--- config.mk ---
export PLATFORM = sky130hd
export DESIGN_NAME = ham_core
export DESIGN_NICKNAME = d
export VERILOG_FILES = /design/src/include/ham_pkg.sv /design/src/rtl/ham_core.sv
export SDC_FILE = /design/constraint.sdc
export NUM_CORES = 1
export LEC_CHECK = 0
export BUFFER_PORTS_ARGS = -buffer_cell sky130_fd_sc_hd__buf_4
export CORE_UTILIZATION = 60
export DETAILED_ROUTE_END_ITERATION = 10
export HOLD_SLACK_MARGIN = 0.02
export PLACE_DENSITY = 0.78
export SLEW_MARGIN = 25
export SYNTH_ARGS = -nofsm -noshare
export SYNTH_HDL_FRONTEND = slang
export SYNTH_SLANG_ARGS = --single-unit
--- constraint.sdc ---
create_clock -name clk_i -period 4.8 [get_ports clk_i]
set_clock_uncertainty 0.05 [all_clocks]
set_input_delay 0.96 -clock clk_i [delete_from_list [all_inputs] [get_ports clk_i]]
set_output_delay 0.96 -clock clk_i [all_outputs]
set_load 0.01 [all_outputs]
--- src/include/ham_pkg.sv ---
package ham_pkg;
   // register indices, byte address is four times the index
   localparam logic [5:0] IX_ADDR_CTL = 6'h01;
   localparam logic [5:0] IX_ADDR_LO = 6'h02;
   localparam logic [5:0] IX_ADDR_HI = 6'h09;
   localparam logic [5:0] IX_TX_LEN_LO = 6'h12;
   localparam logic [5:0] IX_TX_LEN_HI = 6'h13;
   localparam logic [5:0] IX_TX_THR = 6'h14;
   localparam logic [5:0] IX_MATCH = 6'h15;
   localparam logic [5:0] IX_RX_LEN_LO = 6'h16;
   localparam logic [5:0] IX_RX_LEN_HI = 6'h17;
   localparam logic [5:0] IX_LINK = 6'h19;
   localparam logic [5:0] IX_BUF = 6'h1a;
   localparam logic [5:0] IX_RX_DATA = 6'h1b;
   localparam logic [5:0] IX_TX_DATA = 6'h1c;
   localparam logic [5:0] IX_RX_THR = 6'h1e;
   // address match control fields
   localparam int AC_SECOND = 7;
   localparam int AC_CR_IGN = 6;
   localparam int AC_TWO = 5;
   localparam int AC_BC_EN = 4;
   localparam logic [7:0] AC_RST = 8'h00;
   // address byte bits
   localparam logic [7:0] CR_MASK = 8'hfd;
   localparam logic [7:0] BC_ONE = 8'hff;
   localparam logic [7:0] BC_TWO_FIRST = 8'hfe;
   // match report codes
   localparam logic [2:0] MC_BCAST = 3'b100;
   localparam logic [2:0] MC_NONE = 3'b110;
   localparam logic [2:0] MC_ALL_OFF = 3'b111;
   // buffer status bits
   localparam int BS_RX_AVAIL = 0;
   localparam int BS_RX_THR = 1;
   localparam int BS_RX_EOP = 2;
   localparam int BS_TX_AVAIL = 3;
   localparam int BS_TX_THR = 4;
   localparam int BS_TX_EMPTY = 5;
   // thresholds
   localparam logic [5:0] RX_THR_MIN = 6'h02;
   localparam logic [5:0] RX_THR_MAX = 6'h20;
   localparam logic [5:0] RX_THR_RST = 6'h10;
   localparam logic [3:0] TX_THR_RST = 4'h8;
   // buffer entry: byte plus end-of-packet marker
   typedef struct packed {
      logic eop;
      logic [7:0] data;
   } ham_ent_s;
   // receive transfer request states
   typedef enum logic [1:0] {
      RQ_IDLE = 2'b00,
      RQ_THR = 2'b01,
      RQ_EOP = 2'b10,
      RQ_HOLD = 2'b11
   } ham_rxq_e;
endpackage : ham_pkg

--- src/rtl/ham_core.sv ---
// The Wishbone register port was chosen for this implementation.
`timescale 1ns/10ps
`default_nettype none
module ham_core
   import ham_pkg::*;
#(
   parameter int RX_DEPTH = 32,
   parameter int TX_DEPTH = 16,
   parameter int LEN_W = 16
) (
   input wire logic clk_i,
   input wire logic rst_i,
   input wire logic ce_i,
   input wire logic wb_cyc_i,
   input wire logic wb_stb_i,
   input wire logic wb_we_i,
   input wire logic [7:0] wb_adr_i,
   input wire logic [3:0] wb_sel_i,
   input wire logic [31:0] wb_dat_i,
   output logic [31:0] wb_dat_o,
   output logic wb_ack_o,
   input wire logic rx_frame_start_i,
   input wire logic rx_byte_stb_i,
   input wire logic [7:0] rx_byte_i,
   input wire logic rx_byte_last_i,
   output logic rx_transfer_request_o,
   input wire logic tx_transfer_ack_n_i,
   output logic tx_transfer_request_o,
   input wire logic tx_load_i,
   output logic [7:0] tx_byte_o,
   output logic tx_byte_last_o,
   output logic tx_byte_ready_o
);
   localparam int RPW = $clog2(RX_DEPTH);
   localparam int TPW = $clog2(TX_DEPTH);

   logic [7:0] ctl_r;
   logic [15:0] addr_r [4];
   logic [3:0] tx_thr_r;
   logic [5:0] rx_thr_r;
   logic [LEN_W-1:0] tx_len_r;
   logic [LEN_W-1:0] tx_rem_r;
   logic [LEN_W-1:0] rx_cnt_r;
   logic [LEN_W-1:0] rx_len_r;
   logic [2:0] code_r;
   logic [2:0] match_r;
   logic [7:0] first_r;
   logic [1:0] bidx_r;
   logic acc_r;
   logic in_frame_r;
   ham_ent_s pend_r;
   logic pend_v_r;
   logic flush_r;
   ham_ent_s rx_mem [RX_DEPTH];
   logic [RPW:0] rx_wp_r;
   logic [RPW:0] rx_rp_r;
   logic [RPW:0] rx_lvl;
   logic [RPW:0] eop_cnt_r;
   ham_rxq_e rxq_r;
   ham_ent_s tx_mem [TX_DEPTH];
   logic [TPW:0] tx_wp_r;
   logic [TPW:0] tx_rp_r;
   logic [TPW:0] tx_lvl;
   logic last_in_r;
   logic tx_req_r;
   logic ack_r;
   logic [31:0] dat_r;
   logic take;
   logic wr;
   logic rd;
   logic [5:0] ix;
   logic [7:0] wbyte;
   logic [7:0] rbyte;
   logic rx_pop;
   logic rx_empty;
   logic tx_push;
   logic tx_pop;
   logic tx_full;
   logic [5:0] rx_thr_eff;
   logic dec_now;
   logic dec_ok;
   logic [2:0] dec_code;
   logic [7:0] b0;
   logic rx_wr;
   ham_ent_s rx_wdat;
   logic acc_now;

   // bus request decode, lane 0 carries the 8-bit registers
   assign take = wb_cyc_i && wb_stb_i && !ack_r && ce_i;
   assign wr = take && wb_we_i && wb_sel_i[0];
   assign rd = take && !wb_we_i;
   assign ix = wb_adr_i[7:2];
   assign wbyte = wb_dat_i[7:0];
   assign wb_ack_o = ack_r;
   assign wb_dat_o = dat_r;

   // buffer levels and thresholds
   assign rx_lvl = rx_wp_r - rx_rp_r;
   assign tx_lvl = tx_wp_r - tx_rp_r;
   assign rx_empty = (rx_lvl == '0);
   assign tx_full = (tx_lvl == (TPW+1)'(TX_DEPTH));
   assign rx_thr_eff = (rx_thr_r < RX_THR_MIN) ? RX_THR_MIN :
                       (rx_thr_r > RX_THR_MAX) ? RX_THR_MAX : rx_thr_r;
   assign rx_pop = rd && (ix == IX_RX_DATA) && !rx_empty;
   assign tx_push = wr && (ix == IX_TX_DATA) && !tx_full && (tx_rem_r != '0);
   assign tx_pop = ce_i && tx_load_i && (tx_lvl != '0);
   assign tx_byte_ready_o = (tx_lvl != '0);
   assign rx_transfer_request_o = (rxq_r == RQ_THR) || (rxq_r == RQ_EOP);
   assign tx_transfer_request_o = tx_req_r;

   // one detector compare, command/response bit optionally masked
   function automatic logic hit(input logic [15:0] a, input logic [7:0] f,
                                input logic [7:0] s, input logic [7:0] c);
      logic [7:0] m;
      m = c[AC_CR_IGN] ? CR_MASK : 8'hff;
      if (c[AC_TWO]) begin
         hit = (((a[7:0] ^ f) & m) == 8'h00) && (a[15:8] == s);
      end else if (c[AC_SECOND]) begin
         hit = (a[7:0] == s);
      end else begin
         hit = (((a[7:0] ^ f) & m) == 8'h00);
      end
   endfunction : hit

   // address decision on the second byte, or on a one-byte packet end
   always_comb begin
      b0 = (bidx_r == 2'd0) ? rx_byte_i : first_r;
      dec_now = rx_byte_stb_i && ((bidx_r == 2'd1) ||
                ((bidx_r == 2'd0) && rx_byte_last_i));
      dec_ok = 1'b0;
      dec_code = MC_NONE;
      if (ctl_r[4:0] == 5'h00) begin
         dec_ok = 1'b1;
         dec_code = MC_ALL_OFF;
      end else begin
         if (ctl_r[AC_BC_EN] && hit({BC_ONE, ctl_r[AC_TWO] ? BC_TWO_FIRST : BC_ONE},
             b0, rx_byte_i, ctl_r)) begin
            dec_ok = 1'b1;
            dec_code = MC_BCAST;
         end
         for (int i = 3; i >= 0; i--) begin
            if (ctl_r[i] && hit(addr_r[i], b0, rx_byte_i, ctl_r)) begin
               dec_ok = 1'b1;
               dec_code = 3'(i);
            end
         end
      end
   end

   // byte held back one slot so the decision precedes the first write
   always_comb begin
      acc_now = dec_now ? dec_ok : acc_r;
      rx_wr = 1'b0;
      rx_wdat = pend_r;
      if (flush_r) begin
         rx_wr = 1'b1;
      end else if (rx_byte_stb_i && in_frame_r && pend_v_r && acc_now) begin
         rx_wr = 1'b1;
      end
   end

   // receive framing state
   always_ff @(posedge clk_i) begin
      if (rst_i) begin
         first_r <= 8'h00;
         bidx_r <= 2'd0;
         acc_r <= 1'b0;
         in_frame_r <= 1'b0;
         pend_r <= '0;
         pend_v_r <= 1'b0;
         flush_r <= 1'b0;
         code_r <= MC_NONE;
         rx_cnt_r <= '0;
      end else if (ce_i) begin
         flush_r <= 1'b0;
         if (flush_r) begin
            pend_v_r <= 1'b0;
         end
         if (rx_frame_start_i) begin
            bidx_r <= 2'd0;
            acc_r <= 1'b0;
            in_frame_r <= 1'b1;
            pend_v_r <= 1'b0;
            rx_cnt_r <= '0;
         end else if (rx_byte_stb_i && in_frame_r) begin
            if (bidx_r == 2'd0) begin
               first_r <= rx_byte_i;
            end
            if (bidx_r != 2'd2) begin
               bidx_r <= bidx_r + 2'd1;
            end
            if (dec_now) begin
               acc_r <= dec_ok;
               code_r <= dec_code;
            end
            if (acc_now || (bidx_r == 2'd0 && !rx_byte_last_i)) begin
               pend_r <= '{eop: rx_byte_last_i, data: rx_byte_i};
               pend_v_r <= 1'b1;
               rx_cnt_r <= rx_cnt_r + LEN_W'(1);
               flush_r <= rx_byte_last_i;
            end else begin
               pend_v_r <= 1'b0;
            end
            if (rx_byte_last_i) begin
               in_frame_r <= 1'b0;
            end
         end
      end
   end

   // receive buffer storage, overrun drops the byte
   always_ff @(posedge clk_i) begin
      if (ce_i && rx_wr && (rx_lvl != (RPW+1)'(RX_DEPTH))) begin
         rx_mem[rx_wp_r[RPW-1:0]] <= rx_wdat;
      end
   end

   // receive pointers and end marker count
   always_ff @(posedge clk_i) begin
      if (rst_i) begin
         rx_wp_r <= '0;
         rx_rp_r <= '0;
         eop_cnt_r <= '0;
      end else if (ce_i) begin
         if (rx_wr && (rx_lvl != (RPW+1)'(RX_DEPTH))) begin
            rx_wp_r <= rx_wp_r + (RPW+1)'(1);
         end
         if (rx_pop) begin
            rx_rp_r <= rx_rp_r + (RPW+1)'(1);
         end
         eop_cnt_r <= eop_cnt_r + (RPW+1)'(rx_wr && rx_wdat.eop)
                      - (RPW+1)'(rx_pop && rx_mem[rx_rp_r[RPW-1:0]].eop);
      end
   end

   // packet status, cleared by reading the low length byte
   always_ff @(posedge clk_i) begin
      if (rst_i) begin
         match_r <= MC_NONE;
         rx_len_r <= '0;
      end else if (ce_i) begin
         if (flush_r) begin
            match_r <= code_r;
            rx_len_r <= rx_cnt_r;
         end else if (rd && ix == IX_RX_LEN_LO) begin
            match_r <= MC_NONE;
            rx_len_r <= '0;
         end
      end
   end

   // receive transfer request
   always_ff @(posedge clk_i) begin
      if (rst_i) begin
         rxq_r <= RQ_IDLE;
      end else if (ce_i) begin
         case (rxq_r)
            RQ_IDLE: begin
               if (eop_cnt_r != '0) begin
                  rxq_r <= RQ_EOP;
               end else if (rx_lvl >= (RPW+1)'(rx_thr_eff)) begin
                  rxq_r <= RQ_THR;
               end
            end
            RQ_THR: begin
               if (rx_pop && rx_mem[rx_rp_r[RPW-1:0]].eop) begin
                  rxq_r <= RQ_HOLD;
               end else if (rx_pop && rx_lvl == (RPW+1)'(1)) begin
                  rxq_r <= RQ_IDLE;
               end
            end
            RQ_EOP: begin
               if (rx_pop && rx_mem[rx_rp_r[RPW-1:0]].eop) begin
                  rxq_r <= RQ_HOLD;
               end
            end
            RQ_HOLD: begin
               if (rd && ix == IX_RX_LEN_LO) begin
                  rxq_r <= RQ_IDLE;
               end
            end
            default: begin
               rxq_r <= RQ_IDLE;
            end
         endcase
      end
   end

   // transmit buffer storage
   always_ff @(posedge clk_i) begin
      if (ce_i && tx_push) begin
         tx_mem[tx_wp_r[TPW-1:0]] <= '{eop: (tx_rem_r == LEN_W'(1)), data: wbyte};
      end
   end

   // transmit pointers, remaining count and serializer hand-off
   always_ff @(posedge clk_i) begin
      if (rst_i) begin
         tx_wp_r <= '0;
         tx_rp_r <= '0;
         tx_rem_r <= '0;
         last_in_r <= 1'b0;
         tx_byte_o <= 8'h00;
         tx_byte_last_o <= 1'b0;
      end else if (ce_i) begin
         if (tx_push) begin
            tx_wp_r <= tx_wp_r + (TPW+1)'(1);
            tx_rem_r <= tx_rem_r - LEN_W'(1);
            if (tx_rem_r == LEN_W'(1)) begin
               last_in_r <= 1'b1;
            end
         end
         if (tx_pop) begin
            tx_rp_r <= tx_rp_r + (TPW+1)'(1);
            tx_byte_o <= tx_mem[tx_rp_r[TPW-1:0]].data;
            tx_byte_last_o <= tx_mem[tx_rp_r[TPW-1:0]].eop;
            if (tx_mem[tx_rp_r[TPW-1:0]].eop) begin
               last_in_r <= 1'b0;
               tx_rem_r <= tx_len_r;
            end
         end
         if (wr && (ix == IX_TX_LEN_LO || ix == IX_TX_LEN_HI) &&
             tx_lvl == '0 && !last_in_r) begin
            tx_rem_r <= (ix == IX_TX_LEN_LO) ? {tx_len_r[LEN_W-1:8], wbyte} :
                        {wbyte, tx_len_r[7:0]};
         end
      end
   end

   // transmit transfer request, dropped early when a write is under way
   always_ff @(posedge clk_i) begin
      if (rst_i) begin
         tx_req_r <= 1'b0;
      end else if (ce_i) begin
         tx_req_r <= (tx_rem_r != '0) && !tx_full && !tx_push &&
                     (tx_req_r || tx_lvl <= (TPW+1)'(tx_thr_r)) &&
                     !(!tx_transfer_ack_n_i && (tx_rem_r == LEN_W'(1) ||
                       tx_lvl == (TPW+1)'(TX_DEPTH - 1)));
      end
   end

   // software-written configuration
   always_ff @(posedge clk_i) begin
      if (rst_i) begin
         ctl_r <= AC_RST;
         for (int i = 0; i < 4; i++) begin
            addr_r[i] <= 16'h0000;
         end
         tx_thr_r <= TX_THR_RST;
         rx_thr_r <= RX_THR_RST;
         tx_len_r <= '0;
      end else if (wr) begin
         if (ix == IX_ADDR_CTL) begin
            ctl_r <= wbyte;
         end
         if (ix >= IX_ADDR_LO && ix <= IX_ADDR_HI) begin
            if (ix[0]) begin
               addr_r[2'((ix - IX_ADDR_LO) >> 1)][15:8] <= wbyte;
            end else begin
               addr_r[2'((ix - IX_ADDR_LO) >> 1)][7:0] <= wbyte;
            end
         end
         if (ix == IX_TX_THR) begin
            tx_thr_r <= wbyte[3:0];
         end
         if (ix == IX_RX_THR) begin
            rx_thr_r <= wbyte[5:0];
         end
         if (ix == IX_TX_LEN_LO) begin
            tx_len_r[7:0] <= wbyte;
         end
         if (ix == IX_TX_LEN_HI) begin
            tx_len_r[LEN_W-1:8] <= wbyte[LEN_W-9:0];
         end
      end
   end

   // read data selection
   always_comb begin
      rbyte = 8'h00;
      case (ix)
         IX_ADDR_CTL: rbyte = ctl_r;
         IX_TX_LEN_LO: rbyte = tx_len_r[7:0];
         IX_TX_LEN_HI: rbyte = tx_len_r[LEN_W-1:8];
         IX_TX_THR: rbyte = {4'h0, tx_thr_r};
         IX_RX_THR: rbyte = {2'b00, rx_thr_r};
         IX_MATCH: rbyte = {5'h00, match_r};
         IX_RX_LEN_LO: rbyte = rx_len_r[7:0];
         IX_RX_LEN_HI: rbyte = rx_len_r[LEN_W-1:8];
         IX_LINK: rbyte = {6'h00, acc_r, in_frame_r};
         IX_BUF: begin
            rbyte[BS_RX_AVAIL] = !rx_empty && (rxq_r != RQ_HOLD);
            rbyte[BS_RX_THR] = (rx_lvl >= (RPW+1)'(rx_thr_eff));
            rbyte[BS_RX_EOP] = (eop_cnt_r != '0);
            rbyte[BS_TX_AVAIL] = !tx_full && (tx_rem_r != '0);
            rbyte[BS_TX_THR] = (tx_lvl <= (TPW+1)'(tx_thr_r));
            rbyte[BS_TX_EMPTY] = (tx_lvl == '0);
         end
         IX_RX_DATA: rbyte = rx_empty ? 8'h00 : rx_mem[rx_rp_r[RPW-1:0]].data;
         default: begin
            if (ix >= IX_ADDR_LO && ix <= IX_ADDR_HI) begin
               rbyte = ix[0] ? addr_r[2'((ix - IX_ADDR_LO) >> 1)][15:8] :
                       addr_r[2'((ix - IX_ADDR_LO) >> 1)][7:0];
            end
         end
      endcase
   end

   // wishbone answer one cycle after the request is seen
   always_ff @(posedge clk_i) begin
      if (rst_i) begin
         ack_r <= 1'b0;
         dat_r <= 32'h00000000;
      end else if (ce_i) begin
         ack_r <= take;
         if (rd) begin
            dat_r <= {24'h000000, rbyte};
         end
      end
   end
endmodule : ham_core
`default_nettype wire

# After elaboration in Yosys (flattened, before gate mapping)
# Memories as Yosys holds them, arrays and structs flattened. A register that Yosys moved wholly into a read port is not among the register bits.
# Cells that the tools add are included.
[classes]
n_bitwise = 11
n_eq_ne = 37
n_lt_le_gt_ge = 6
n_mux = 101
n_reduce_logical = 103
n_addsub = 12
[op_table]
columns = ["op", "count"]
rows = [
  ["$mux 16", 11],
  ["$eq 8x8->1", 9],
  ["$eq 6x5->1 const B", 11],
  ["$pmux 6 s11", 1],
  ["$mux 1", 57],
  ["$logic_and 1x1->1", 47],
  ["$and 8x8->8", 5],
  ["$logic_not 8->1", 5],
  ["$xor 8x8->8", 5],
  ["$mux 8", 4],
  ["$mux 2", 13],
  ["$reduce_and 2->1", 13],
  ["$mux 3", 7],
  ["$add 16x1->16 const B", 1],
  ["$eq 16x1->1 const B", 1],
  ["$reduce_bool 16->1", 1],
  ["$reduce_or 16->1", 1],
  ["$sub 16x1->16 const B", 1],
  ["$pmux 2 s7", 1],
  ["$add 6x1->6 const B", 2],
  ["$eq 6x1->1 const B", 2],
  ["$mux 6", 2],
  ["$reduce_and 3->1", 4],
  ["$add 5x1->5 const B", 2],
  ["38 further kinds", 64],
]
[totals]
register_bits = 161
input_bits = 63
mem_count = 3
ramBits = 496
wordCells = 303
output_inout_bits = 45
[mem_list]
columns = ["name", "depth", "width", "rd", "rd_ports_with_merged_regs", "wr", "line_no", "source"]
rows = [
  ["rx_mem", 32, 9, 1, 1, 1, "ham_core.sv:54", "ham_ent_s rx_mem [RX_DEPTH];"],
  ["tx_mem", 16, 9, 1, 1, 1, "ham_core.sv:60", "ham_ent_s tx_mem [TX_DEPTH];"],
  ["addr_r", 4, 16, 5, 0, 4, "ham_core.sv:38", "logic [15:0] addr_r [4];"],
]

# Longest topological paths before layout
# Gate-level depths: netlist of run 1.
[depth]
depth_word = 23
depth_mapped = 22
depth_no_buf = 20

# Worst setup path before layout of run 1
# Ideal clock, no wire load.
[synth_timing]
kind = "input port to flip-flop"
start = "in rx_byte_i[0]"
end = "reg eop_cnt_r[4]"
t_arrival_ps = 3845
n_path_buf = 1
setup_ps = 128
required_time_ps = 4622
setup_slack_ps = 777
stages = 18
cell_sequence = "buf_2 xor2_1 or4_1 o31ai_1 and3_4 nor4_2 a21oi_1 o21ai_0 ha_1 inv_1 ha_1 fa_1 a21oi_1 nor2_1 nor2_1 xnor2_1 mux2i_1 nor2_1"
[synth_between]
elab_chain_cells = 21
elab_cells_between_ends = 64
classes_between = "add/sub: 2; eq/ne: 10; mux: 25; bitwise: 10; reduce/logical: 17"
[synth_lines]
columns = ["item", "line_no", "source"]
rows = [
  ["from (decl)", "ham_core.sv:24", "input wire logic [7:0] rx_byte_i,"],
  ["$mux 8", "--", ""],
  ["$xor 8x8->8", "ham_core.sv:117, ham_core.sv:121", ""],
  ["$and 8x8->8", "ham_core.sv:117, ham_core.sv:121", ""],
  ["$logic_not 8->1", "ham_core.sv:117, ham_core.sv:121", ""],
  ["$mux 1 / $logic_and 1x1->1 (equally long branches)", "ham_core.sv:118, ham_core.sv:117", ""],
  ["$mux 1", "ham_core.sv:116", "if (c[AC_TWO]) begin"],
  ["$mux 1", "ham_core.sv:132", "if (ctl_r[4:0] == 5'h00) begin"],
  ["$logic_and 1x1->1", "ham_core.sv:136", "if (ctl_r[AC_BC_EN] && hit({BC_ONE, ctl_r[AC_TWO] ? BC_TWO_FIRST : BC_ONE},"],
  ["[5 not listed]", "--", ""],
  ["$mux 1 *", "ham_core.sv:132", ""],
  ["$mux 1 *", "ham_core.sv:152", "acc_now = dec_now ? dec_ok : acc_r;"],
  ["$logic_and 1x1->1 *", "ham_core.sv:157", "end else if (rx_byte_stb_i && in_frame_r && pend_v_r && acc_now) begin"],
  ["$mux 1 *", "ham_core.sv:157", ""],
  ["$mux 1 *", "ham_core.sv:155", "if (flush_r) begin"],
  ["$logic_and 1x1->1 *", "ham_core.sv:231", "eop_cnt_r <= eop_cnt_r + (RPW+1)'(rx_wr && rx_wdat.eop)"],
  ["$add 6x1->6 *", "ham_core.sv:231", ""],
  ["$sub 6x1->6 *", "ham_core.sv:232", "- (RPW+1)'(rx_pop && rx_mem[rx_rp_r[RPW-1:0]].eop);"],
  ["to (signal assigned)", "ham_core.sv:231", ""],
  ["to (decl)", "ham_core.sv:58", "logic [RPW:0] eop_cnt_r;"],
]
# Every way passes the cells marked *; elsewhere a longest branch is shown, timed or not. The select of a mux whose other input is x is not followed.
# A chain may end at the register's enable or synchronous reset.

# Worst setup path after layout of run 1
[layout_timing]
start = "reg bidx_r[0]"
end = "reg eop_cnt_r[4]"
[layout_between]
elab_chain_cells = 22
elab_cells_between_ends = 59
classes_between = "add/sub: 2; eq/ne: 1; mux: 25; bitwise: 10; reduce/logical: 21"
[layout_lines]
columns = ["item", "line_no", "source"]
rows = [
  ["from (decl)", "ham_core.sv:48", "logic [1:0] bidx_r;"],
  ["from (signal assigned)", "ham_core.sv:190", "bidx_r <= bidx_r + 2'd1;"],
  ["$logic_not 2->1", "ham_core.sv:127, ham_core.sv:129", ""],
  ["$mux 8", "--", ""],
  ["$xor 8x8->8", "ham_core.sv:117, ham_core.sv:121", ""],
  ["$and 8x8->8", "ham_core.sv:117, ham_core.sv:121", ""],
  ["$logic_not 8->1", "ham_core.sv:117, ham_core.sv:121", ""],
  ["$mux 1 / $logic_and 1x1->1 (equally long branches)", "ham_core.sv:118, ham_core.sv:117", ""],
  ["$mux 1", "ham_core.sv:116", ""],
  ["$mux 1", "ham_core.sv:132", ""],
  ["[6 not listed]", "--", ""],
  ["$mux 1", "ham_core.sv:132", ""],
  ["$mux 1 *", "ham_core.sv:152", ""],
  ["$logic_and 1x1->1 *", "ham_core.sv:157", ""],
  ["$mux 1 *", "ham_core.sv:157", ""],
  ["$mux 1 *", "ham_core.sv:155", ""],
  ["$logic_and 1x1->1 *", "ham_core.sv:231", ""],
  ["$add 6x1->6 *", "ham_core.sv:231", ""],
  ["$sub 6x1->6 *", "ham_core.sv:232", ""],
]
# Marks and branches as above.

==> impl_table.tex, run 1 <==
\begin{tabular}{lr}
\hline
Metric & Value \\
\hline
\multicolumn{2}{l}{\textbf{Clock tree}} \\
Post-CTS setup repair buffer count & 0 \\
H-tree depth & 3 \\
Clock sinks & between 600 and 700 \\
Resized Gates After CTS & 0 \\
Clock slew seen by the registers of the worst setup and hold paths & about 60 ps \\
Clock Latency Late Sink & between 600 and 700 ps \\
Buffer levels on the longest clock path & 3 \\
Clock tree from TritonCTS & done \\
Root buffer selected by CTS & sky130\_fd\_sc\_hd\_\_clkbuf\_16 \\
Number of buffers inserted by hold repair at cts & 0 \\
Num CTS Buffers & 68 \\
\multicolumn{2}{l}{\textbf{STA}} \\
Hold WS & just over 400 ps \\
Worst slew slack as a fraction of its limit & between 30\% and 40\% \\
Worst slew pin tran & about 1000 ps \\
Final setup violation count & 0 \\
Setup repair after global routing missed its margin & no \\
Fmax & roughly 220 MHz \\
Final WS setup & around 250 ps \\
Min Clock Period, post-route & approximately 4500 ps \\
Pins Over Slew Limit & 0 \\
Portion of the clock cycle consumed by the worst path in the final layout & a little over nine tenths \\
Final Hold Vio Count & 0 \\
Sum of negative setup slack & 0 ps \\
\multicolumn{2}{l}{\textbf{Yosys}} \\
Number of enable flip-flop cells after synthesis & 496 \\
Post-synthesis sequential area ratio & around three fifths \\
Number of warning messages in the yosys log & 0 \\
Yosys reg bits & $\sim$670 \\
Synth Instances & 2127 \\
Count of unique library cells instantiated by Yosys & 86 \\
Prevailing post-synth register cell & sky130\_fd\_sc\_hd\_\_edfxtp\_1 \\
Asr flop ratio synth & 0\% \\
Synthesized cell area & around 30000 um\^{}2 \\
Synthesized area divided by synthesized cell count & 14.1 um\^{}2 \\
\multicolumn{2}{l}{\textbf{Finish}} \\
Number of standard cells in the layout, taps in and fillers out & between 2000 and 3000 \\
Share of layout cells above drive strength 1 & 19.0\% \\
Count of nets after finishing & between 2000 and 2500 \\
Most frequent cells in the layout & sky130\_fd\_sc\_hd\_\_edfxtp\_1, sky130\_fd\_sc\_hd\_\_nor2\_1, sky130\_fd\_sc\_hd\_\_dfxtp\_1 \\
Layout-stage area growth over the synthesis result & 11.3\% \\
Most frequent standard cell in the layout excluding fill and tap cells & sky130\_fd\_sc\_hd\_\_edfxtp\_1 \\
\multicolumn{2}{l}{\textbf{Worst setup path}} \\
Critical path required time & roughly 5200 ps \\
Setup CP Type & register to register \\
Type of element capturing the critical path & register \\
Worst-path maximum fanout & 22 \\
Signal arrival time at the worst endpoint & between 4000 and 5000 ps \\
Critical path startpoint category & register \\
\multicolumn{2}{l}{\textbf{GRT}} \\
Number of global-route vias before repair & about 18000 \\
Largest net degree at the start of global routing & 76 \\
Final global-route overflow total & 0 \\
Wire length of the first global-routing pass & roughly 110000 um \\
Number of antenna violations at the first check in global routing & 0 \\
Total Routing Usage GR & slightly below 30\% \\
\multicolumn{2}{l}{\textbf{Route}} \\
Remaining DRCs & 0 \\
Detailed-router iteration count before antenna repair & 8 \\
Average wire per cell in the routed design & about 25 um \\
Number of design-rule violations left by the first detailed-router iteration & $\sim$2100 \\
ANT nets after route & 0 \\
Final wirelength & 74100 um \\
Detailed-route vias per instance & roughly 6.4 \\
Via total after detailed routing & 18717 \\
\multicolumn{2}{l}{\textbf{Die}} \\
Number of top-level pins & between 100 and 150 \\
Die footprint & roughly 50000 um\^{}2 \\
Floorplan row count & a little over 80 \\
Chip Width & 226 um \\
Die Ht & approximately 230 um \\
Initial Utilization & about three fifths \\
Std-Cell Core Area & about 49000 um\^{}2 \\
\multicolumn{2}{l}{\textbf{Min path}} \\
Kind of path behind the tightest hold check & register to register \\
\multicolumn{2}{l}{\textbf{Power}} \\
Switching part of the total power & between 20\% and 30\% \\
Power density over the cells & 374 nW/um\^{}2 \\
Psw & around 2.8 mW \\
Share of power burned in the clock network & 42.6\% \\
Seq pwr share & between 50\% and 60\% \\
Final Power & about 13 mW \\
Maximum vdd drop & 476 uV \\
Proportion of power drawn by combinational gates & under 10\% \\
Static Leakage & approximately 11 nW \\
Design internal power & between 9 and 10 mW \\
\multicolumn{2}{l}{\textbf{Placement}} \\
RePlAce Congestion & approximately 1 \\
DP Cell Count & $\sim$2800 \\
Number of buffers inserted by port buffering & 54 \\
Setup slack after placement & between 80 and 90 ps \\
Detailed Place HPWL & around 48000 um \\
\multicolumn{2}{l}{\textbf{Run}} \\
\# Max-Cap Violations & 0 \\
\multicolumn{2}{l}{\textbf{Status}} \\
Result of the run & finished clean \\
\hline
\end{tabular}
==> final cells by class <==
cell class              count  area [um^2]
inverters                  65          244
fillers                  3225        15700
well taps                 664          831
flip-flops and latches    666        18300
diodes                      1         2.50
multi-input cells        1285        10900
clock buffers              98         1980
clock inverters            26          269
repair buffers            118          898
==> cell usage after synthesis (all sizes together), types with 13 or more instances <==
master,number,area [um^2]
a21o,13,97.6
a21oi,68,367
a22oi,28,210
a31oi,13,81.3
and2,64,403
buf,66,428
clkbuf,68,255
dfxtp,170,3400
edfxtp,496,14900
ha,48,601
inv,65,244
mux2i,69,761
mux4,152,3420
nand2,96,363
nand2b,15,93.8
nand3,31,155
nand4,23,144
nor2,224,843
nor3,37,200
nor4,22,194
o21ai,63,319
or2,13,81.3
xnor2,93,815
xor2,39,342
==> kinds of logic (layout without fill, tap and decap cells) <==
family | after synthesis | after routing | synth area share, %
AO/OA/AOI/OAI | 276 | 276 | 6.24
flip-flops | 666 | 666 | 61.0
multiplexers | 227 | 227 | 14.2
adder cells (fa/ha/maj) | 51 | 51 | 2.20
XOR/XNOR | 132 | 132 | 3.85
AND/OR/NAND/NOR | 575 | 575 | 9.45
other | 1 | 25 | 0.0125
buffers and inverters | 199 | 307 | 3.09
==> worst paths after layout <==
path                   to   startpoint  depth (start not counted)  slack, ps
max          eop_cnt_r[4]    bidx_r[0]                         21        250
min           wb_dat_o[2]  wb_dat_o[2]                          2        400
max reg2reg  eop_cnt_r[4]    bidx_r[0]                         21        250
min reg2reg   wb_dat_o[2]  wb_dat_o[2]                          2        400
==> flip-flops by register name, summed over array words and instances (netlist names), 8 cells and up, named ones only <==
name and flops:
addr_r 64, tx_mem 144, first_r 8, tx_rem_r 16
rx_mem 288, rx_len_r 16, rx_cnt_r 16, pend_r 9
ctl_r 8, wb_dat_o 8, tx_len_r 16, tx_byte_o 8
==> worst max-delay path: stages, from the launching register on <==
cell	delay, ps
sky130_fd_sc_hd__dfxtp_1	400
sky130_fd_sc_hd__inv_1	80
sky130_fd_sc_hd__ha_1	230
sky130_fd_sc_hd__buf_12	180
sky130_fd_sc_hd__mux2_4	380
sky130_fd_sc_hd__xnor2_1	160
sky130_fd_sc_hd__nor2_1	60
sky130_fd_sc_hd__o31ai_1	420
sky130_fd_sc_hd__and3_4	290
sky130_fd_sc_hd__nor4_2	60
sky130_fd_sc_hd__a21oi_1	150
sky130_fd_sc_hd__o21ai_0	220
sky130_fd_sc_hd__ha_1	380
sky130_fd_sc_hd__inv_1	60
sky130_fd_sc_hd__ha_1	210
sky130_fd_sc_hd__fa_1	430
sky130_fd_sc_hd__a21oi_1	160
sky130_fd_sc_hd__nor2_1	70
sky130_fd_sc_hd__nor2_1	120
sky130_fd_sc_hd__xnor2_1	90
sky130_fd_sc_hd__mux2i_1	140
sky130_fd_sc_hd__nor2_1	50
==> metal layers <==
layer	part of all wire [%]	global-route usage, %
met5	0	0
met4	4.1	12.6
met3	7.1	4.59
met1	39	38.5
met2	50	49.8
==> power by group through the flow <==
stage / registers, mW / logic [mW] / clock network, mW
floorplan: 6.37 / 0.628 / 0
global placement: 6.39 / 0.861 / 0
detailed placement: 6.40 / 0.886 / 0
CTS: 6.28 / 0.897 / 5.37
global route: 6.28 / 0.982 / 5.57
finish: 6.28 / 0.903 / 5.33
==> per-stage QoR <==
stage                     utilization [%]  area [um^2]
after detailed placement             63.4        31100
after global placement               63.4        31100
after global routing                 68.0        33400
after floorplan                         -        30100
after CTS                            67.9        33400
final                                68.0        33400
(Power assumes the default switching activity.)
==> inputs of run 2 (changes only) <==
--- a/config.mk
+++ b/config.mk
@@ -6,10 +6,11 @@
 export NUM_CORES = 1
 export LEC_CHECK = 0
 export BUFFER_PORTS_ARGS = -buffer_cell sky130_fd_sc_hd__buf_4
+export CAP_MARGIN = 25
 export CORE_UTILIZATION = 60
 export DETAILED_ROUTE_END_ITERATION = 10
 export HOLD_SLACK_MARGIN = 0.02
-export PLACE_DENSITY = 0.78
+export PLACE_DENSITY = 0.84
 export SLEW_MARGIN = 25
 export SYNTH_ARGS = -nofsm -noshare
 export SYNTH_HDL_FRONTEND = slang
==> run 2 against run 1 <==
Compared with the run above: die area unchanged; final area decreased by 0.46%; clock-buffer cell count down 10; power decreased by 2.5%; combinational power decreased by 0.7%; sequential cell count stayed put; wire length is 1.6% lower; first-iteration DRC count rose by 7.5%; fmax shrank 0.64%; worst hold slack better by 6.8 ps; via count is 0.17% lower.
==> impl_table.tex, run 2 (synthesized netlist as in run 1, its figures left out) <==
\begin{tabular}{lr}
\hline
Metric & Value \\
\hline
\multicolumn{2}{l}{\textbf{Worst setup path}} \\
CP Cell Sequence & ha\_1, and3b\_1, o2111ai\_1, o41ai\_1, nor2\_1, inv\_1, a211oi\_1, o41ai\_2, nand2\_1, nand2\_1, nor2\_1 \\
Signal arrival time at the worst endpoint & 4750 ps (-210 ps) \\
Maximum single-stage delay on the critical path & 800 ps (+370 ps) \\
Crit path max-delay family & simple AND/OR/NAND/NOR gates \\
Number of buffer and inverter stages on the critical path & 1 (-2) \\
Worst r2r src & rx\_wp\_r[2] \\
Crit. Startpoint & rx\_wp\_r[2] \\
Critical path required time & 4980 ps (-230 ps) \\
Setup CP Type & register to register \\
Worst-path maximum fanout & 12 (-45\%) \\
Type of element capturing the critical path & register \\
Slowest cell on crit path & sky130\_fd\_sc\_hd\_\_nor2\_1 \\
Critical path startpoint category & register \\
\multicolumn{2}{l}{\textbf{Power}} \\
Power density over the cells & 367 nW/um\^{}2 (-2.0\%) \\
Proportion of power drawn by combinational gates & 7.4\% (+0.2 points) \\
Seq pwr share & 51.5\% (+1.3 points) \\
Share of power burned in the clock network & 41.1\% (-1.5 points) \\
Maximum vdd drop & 345 uV (-28\%) \\
Switching part of the total power & 22.9\% (+0.18 points) \\
Design internal power & 9.41 mW (-2.7\%) \\
Static Leakage & 10.6 nW (-0.97\%) \\
Psw & 2.79 mW (-1.7\%) \\
\multicolumn{2}{l}{\textbf{Clock tree}} \\
Num CTS Buffers & 68 (unchanged) \\
Buffer levels on the longest clock path & 3 (unchanged) \\
Clock Latency Late Sink & 610 ps (about the same) \\
H-tree depth & 3 (unchanged) \\
Clock tree from TritonCTS & done \\
Resized Gates After CTS & 0 (unchanged) \\
Number of buffers inserted by hold repair at cts & 0 (unchanged) \\
Post-CTS setup repair buffer count & 0 (unchanged) \\
Clock slew seen by the registers of the worst setup and hold paths & 60 ps (about the same) \\
Root buffer selected by CTS & sky130\_fd\_sc\_hd\_\_clkbuf\_16 \\
Clock sinks & 666 (unchanged) \\
\multicolumn{2}{l}{\textbf{GRT}} \\
Wire length of the first global-routing pass & 110000 um (-1.2\%) \\
Number of antenna violations at the first check in global routing & 1 (+1) \\
Total Routing Usage GR & 29.2\% (-0.39 points) \\
Final global-route overflow total & 0 (unchanged) \\
Most utilized layer in the global route result & met2 \\
Largest net degree at the start of global routing & 92 (+21\%) \\
Met1 track demand over resource & 36.5\% (-2.1 points) \\
Met2 usage in global routing & 49.8\% (about the same) \\
Number of global-route vias before repair & 18665 (+1.9\%) \\
Global routing met3 resource utilization & 5.01\% (+0.42 points) \\
\multicolumn{2}{l}{\textbf{STA}} \\
Setup repair after global routing missed its margin & no \\
Portion of the clock cycle consumed by the worst path in the final layout & 95.4\% (+0.61 points) \\
Fmax & 218 MHz (-0.64\%) \\
Min Clock Period, post-route & 4580 ps (+29.3 ps) \\
Worst slew slack as a fraction of its limit & 33.9\% (+1.0 points) \\
Worst slew pin tran & 992 ps (-6.35 ps) \\
Sum of negative setup slack & 0 ps (unchanged) \\
Final Hold Vio Count & 0 (unchanged) \\
Final setup violation count & 0 (unchanged) \\
Pins Over Slew Limit & 0 (unchanged) \\
\multicolumn{2}{l}{\textbf{Finish}} \\
FILL cells & 3234 (+0.28\%) \\
Share of layout cells above drive strength 1 & 18.8\% (-0.13 points) \\
Most frequent standard cell in the layout excluding fill and tap cells & sky130\_fd\_sc\_hd\_\_edfxtp\_1 \\
Layout-stage area growth over the synthesis result & 10.8\% \\
Count of nets after finishing & 2315 (-0.13\%) \\
Number of flip-flops under the largest register name & 288 (unchanged) \\
Most frequent cells in the layout & sky130\_fd\_sc\_hd\_\_edfxtp\_1, sky130\_fd\_sc\_hd\_\_nor2\_1, sky130\_fd\_sc\_hd\_\_dfxtp\_1 \\
Final core utilization & 67.7\% (-0.31 points) \\
ANT cells & 0 (-1) \\
\multicolumn{2}{l}{\textbf{Placement}} \\
Number of buffers inserted by port buffering & 54 (unchanged) \\
Detailed Place HPWL & 48400 um (+1.2\%) \\
RePlAce Congestion & 0.976 (-0.17\%) \\
\multicolumn{2}{l}{\textbf{Min path}} \\
Source of the worst hold timing path & tx\_byte\_o[1] \\
Kind of path behind the tightest hold check & register to register \\
\multicolumn{2}{l}{\textbf{Die}} \\
Std-Cell Core Area & 49200 um\^{}2 (unchanged) \\
Floorplan row count & 81 (unchanged) \\
Initial Utilization & 61.0\% (unchanged) \\
Die Ht & 226 um (unchanged) \\
Chip Width & 226 um (unchanged) \\
Number of top-level pins & 108 (unchanged) \\
Die footprint & 50900 um\^{}2 (unchanged) \\
\multicolumn{2}{l}{\textbf{Route}} \\
Final wirelength & 72800 um (-1.6\%) \\
Average wire per cell in the routed design & 25.0 um (-1.4\%) \\
Remaining DRCs & 0 (unchanged) \\
Number of design-rule violations left by the first detailed-router iteration & 2278 (+7.5\%) \\
Detailed-route vias per instance & 6.41 (about the same) \\
Detailed-router iteration count before antenna repair & 7 (-1) \\
ANT nets after route & 0 (unchanged) \\
Via total after detailed routing & 18685 (-0.17\%) \\
\multicolumn{2}{l}{\textbf{Run}} \\
\# Max-Cap Violations & 0 (unchanged) \\
\multicolumn{2}{l}{\textbf{Status}} \\
Result of the run & finished clean \\
\hline
\end{tabular}
## run 2: worst reg2reg max path, stage by stage (launching register included)
cell and delay, ps:
sky130_fd_sc_hd__dfxtp_1 660, sky130_fd_sc_hd__ha_1 370, sky130_fd_sc_hd__and3b_1 230, sky130_fd_sc_hd__o2111ai_1 220
sky130_fd_sc_hd__o41ai_1 120, sky130_fd_sc_hd__nor2_1 280, sky130_fd_sc_hd__inv_1 170, sky130_fd_sc_hd__a211oi_1 430
sky130_fd_sc_hd__o41ai_2 270, sky130_fd_sc_hd__nand2_1 270, sky130_fd_sc_hd__nand2_1 310, sky130_fd_sc_hd__nor2_1 800
## run 2: routing by layer
layer	vias up	routed length, um	share of wire [%]
li1	8150	-	-
met1	9259	26800	37
met2	1060	36600	50
met3	214	5880	8.1
met4	2	3600	4.9
met5	-	16	0.022
## run 2: path summary, 6_finish.rpt
| path | endpoint | slack, ps | depth (start not counted) |
|---|---|---|---|
| setup / recovery | rx_mem[10][7] | 220 | 11 |
| hold / removal | tx_byte_o[1] | 410 | 2 |
| setup reg to reg | rx_mem[10][7] | 220 | 11 |
| hold reg to reg | tx_byte_o[1] | 410 | 2 |
## run 2: layout make-up
type | instances | area (um^2) | area share, %
timing repair buffer | 115 | 876 | 2.63
sequential | 666 | 18300 | 55.1
clock inverter | 33 | 255 | 0.768
clock buffer | 88 | 1850 | 5.56
multi-input combinational | 1285 | 10900 | 32.7
inverter | 65 | 244 | 0.734
tap | 664 | 831 | 2.50
## run 2: power by group through the flow
stage,registers (mW),logic [mW],clock network (mW)
2_1_floorplan,6.37,0.628,0
3_3_place_gp,6.40,0.844,0
3_5_place_dp,6.41,0.877,0
4_1_cts,6.28,0.888,5.07
5_1_grt,6.29,0.965,5.27
6_report,6.28,0.897,5.02
## run 2: metrics by stage
step / area (um^2) / total power [mW] / hold slack, ps / std cells / setup slack [ps]
final: 33300 / 12.2 / 410 / 2916 / 221
after global routing: 33300 / 12.5 / 421 / 2916 / 1.94
after CTS: 33200 / 12.2 / 410 / 2916 / 264
after detailed placement: 31100 / 7.28 / 402 / 2795 / 110
after global placement: 31100 / 7.24 / 395 / 2795 / 148
after floorplan: 30100 / 6.99 / 386 / 2150 / 777
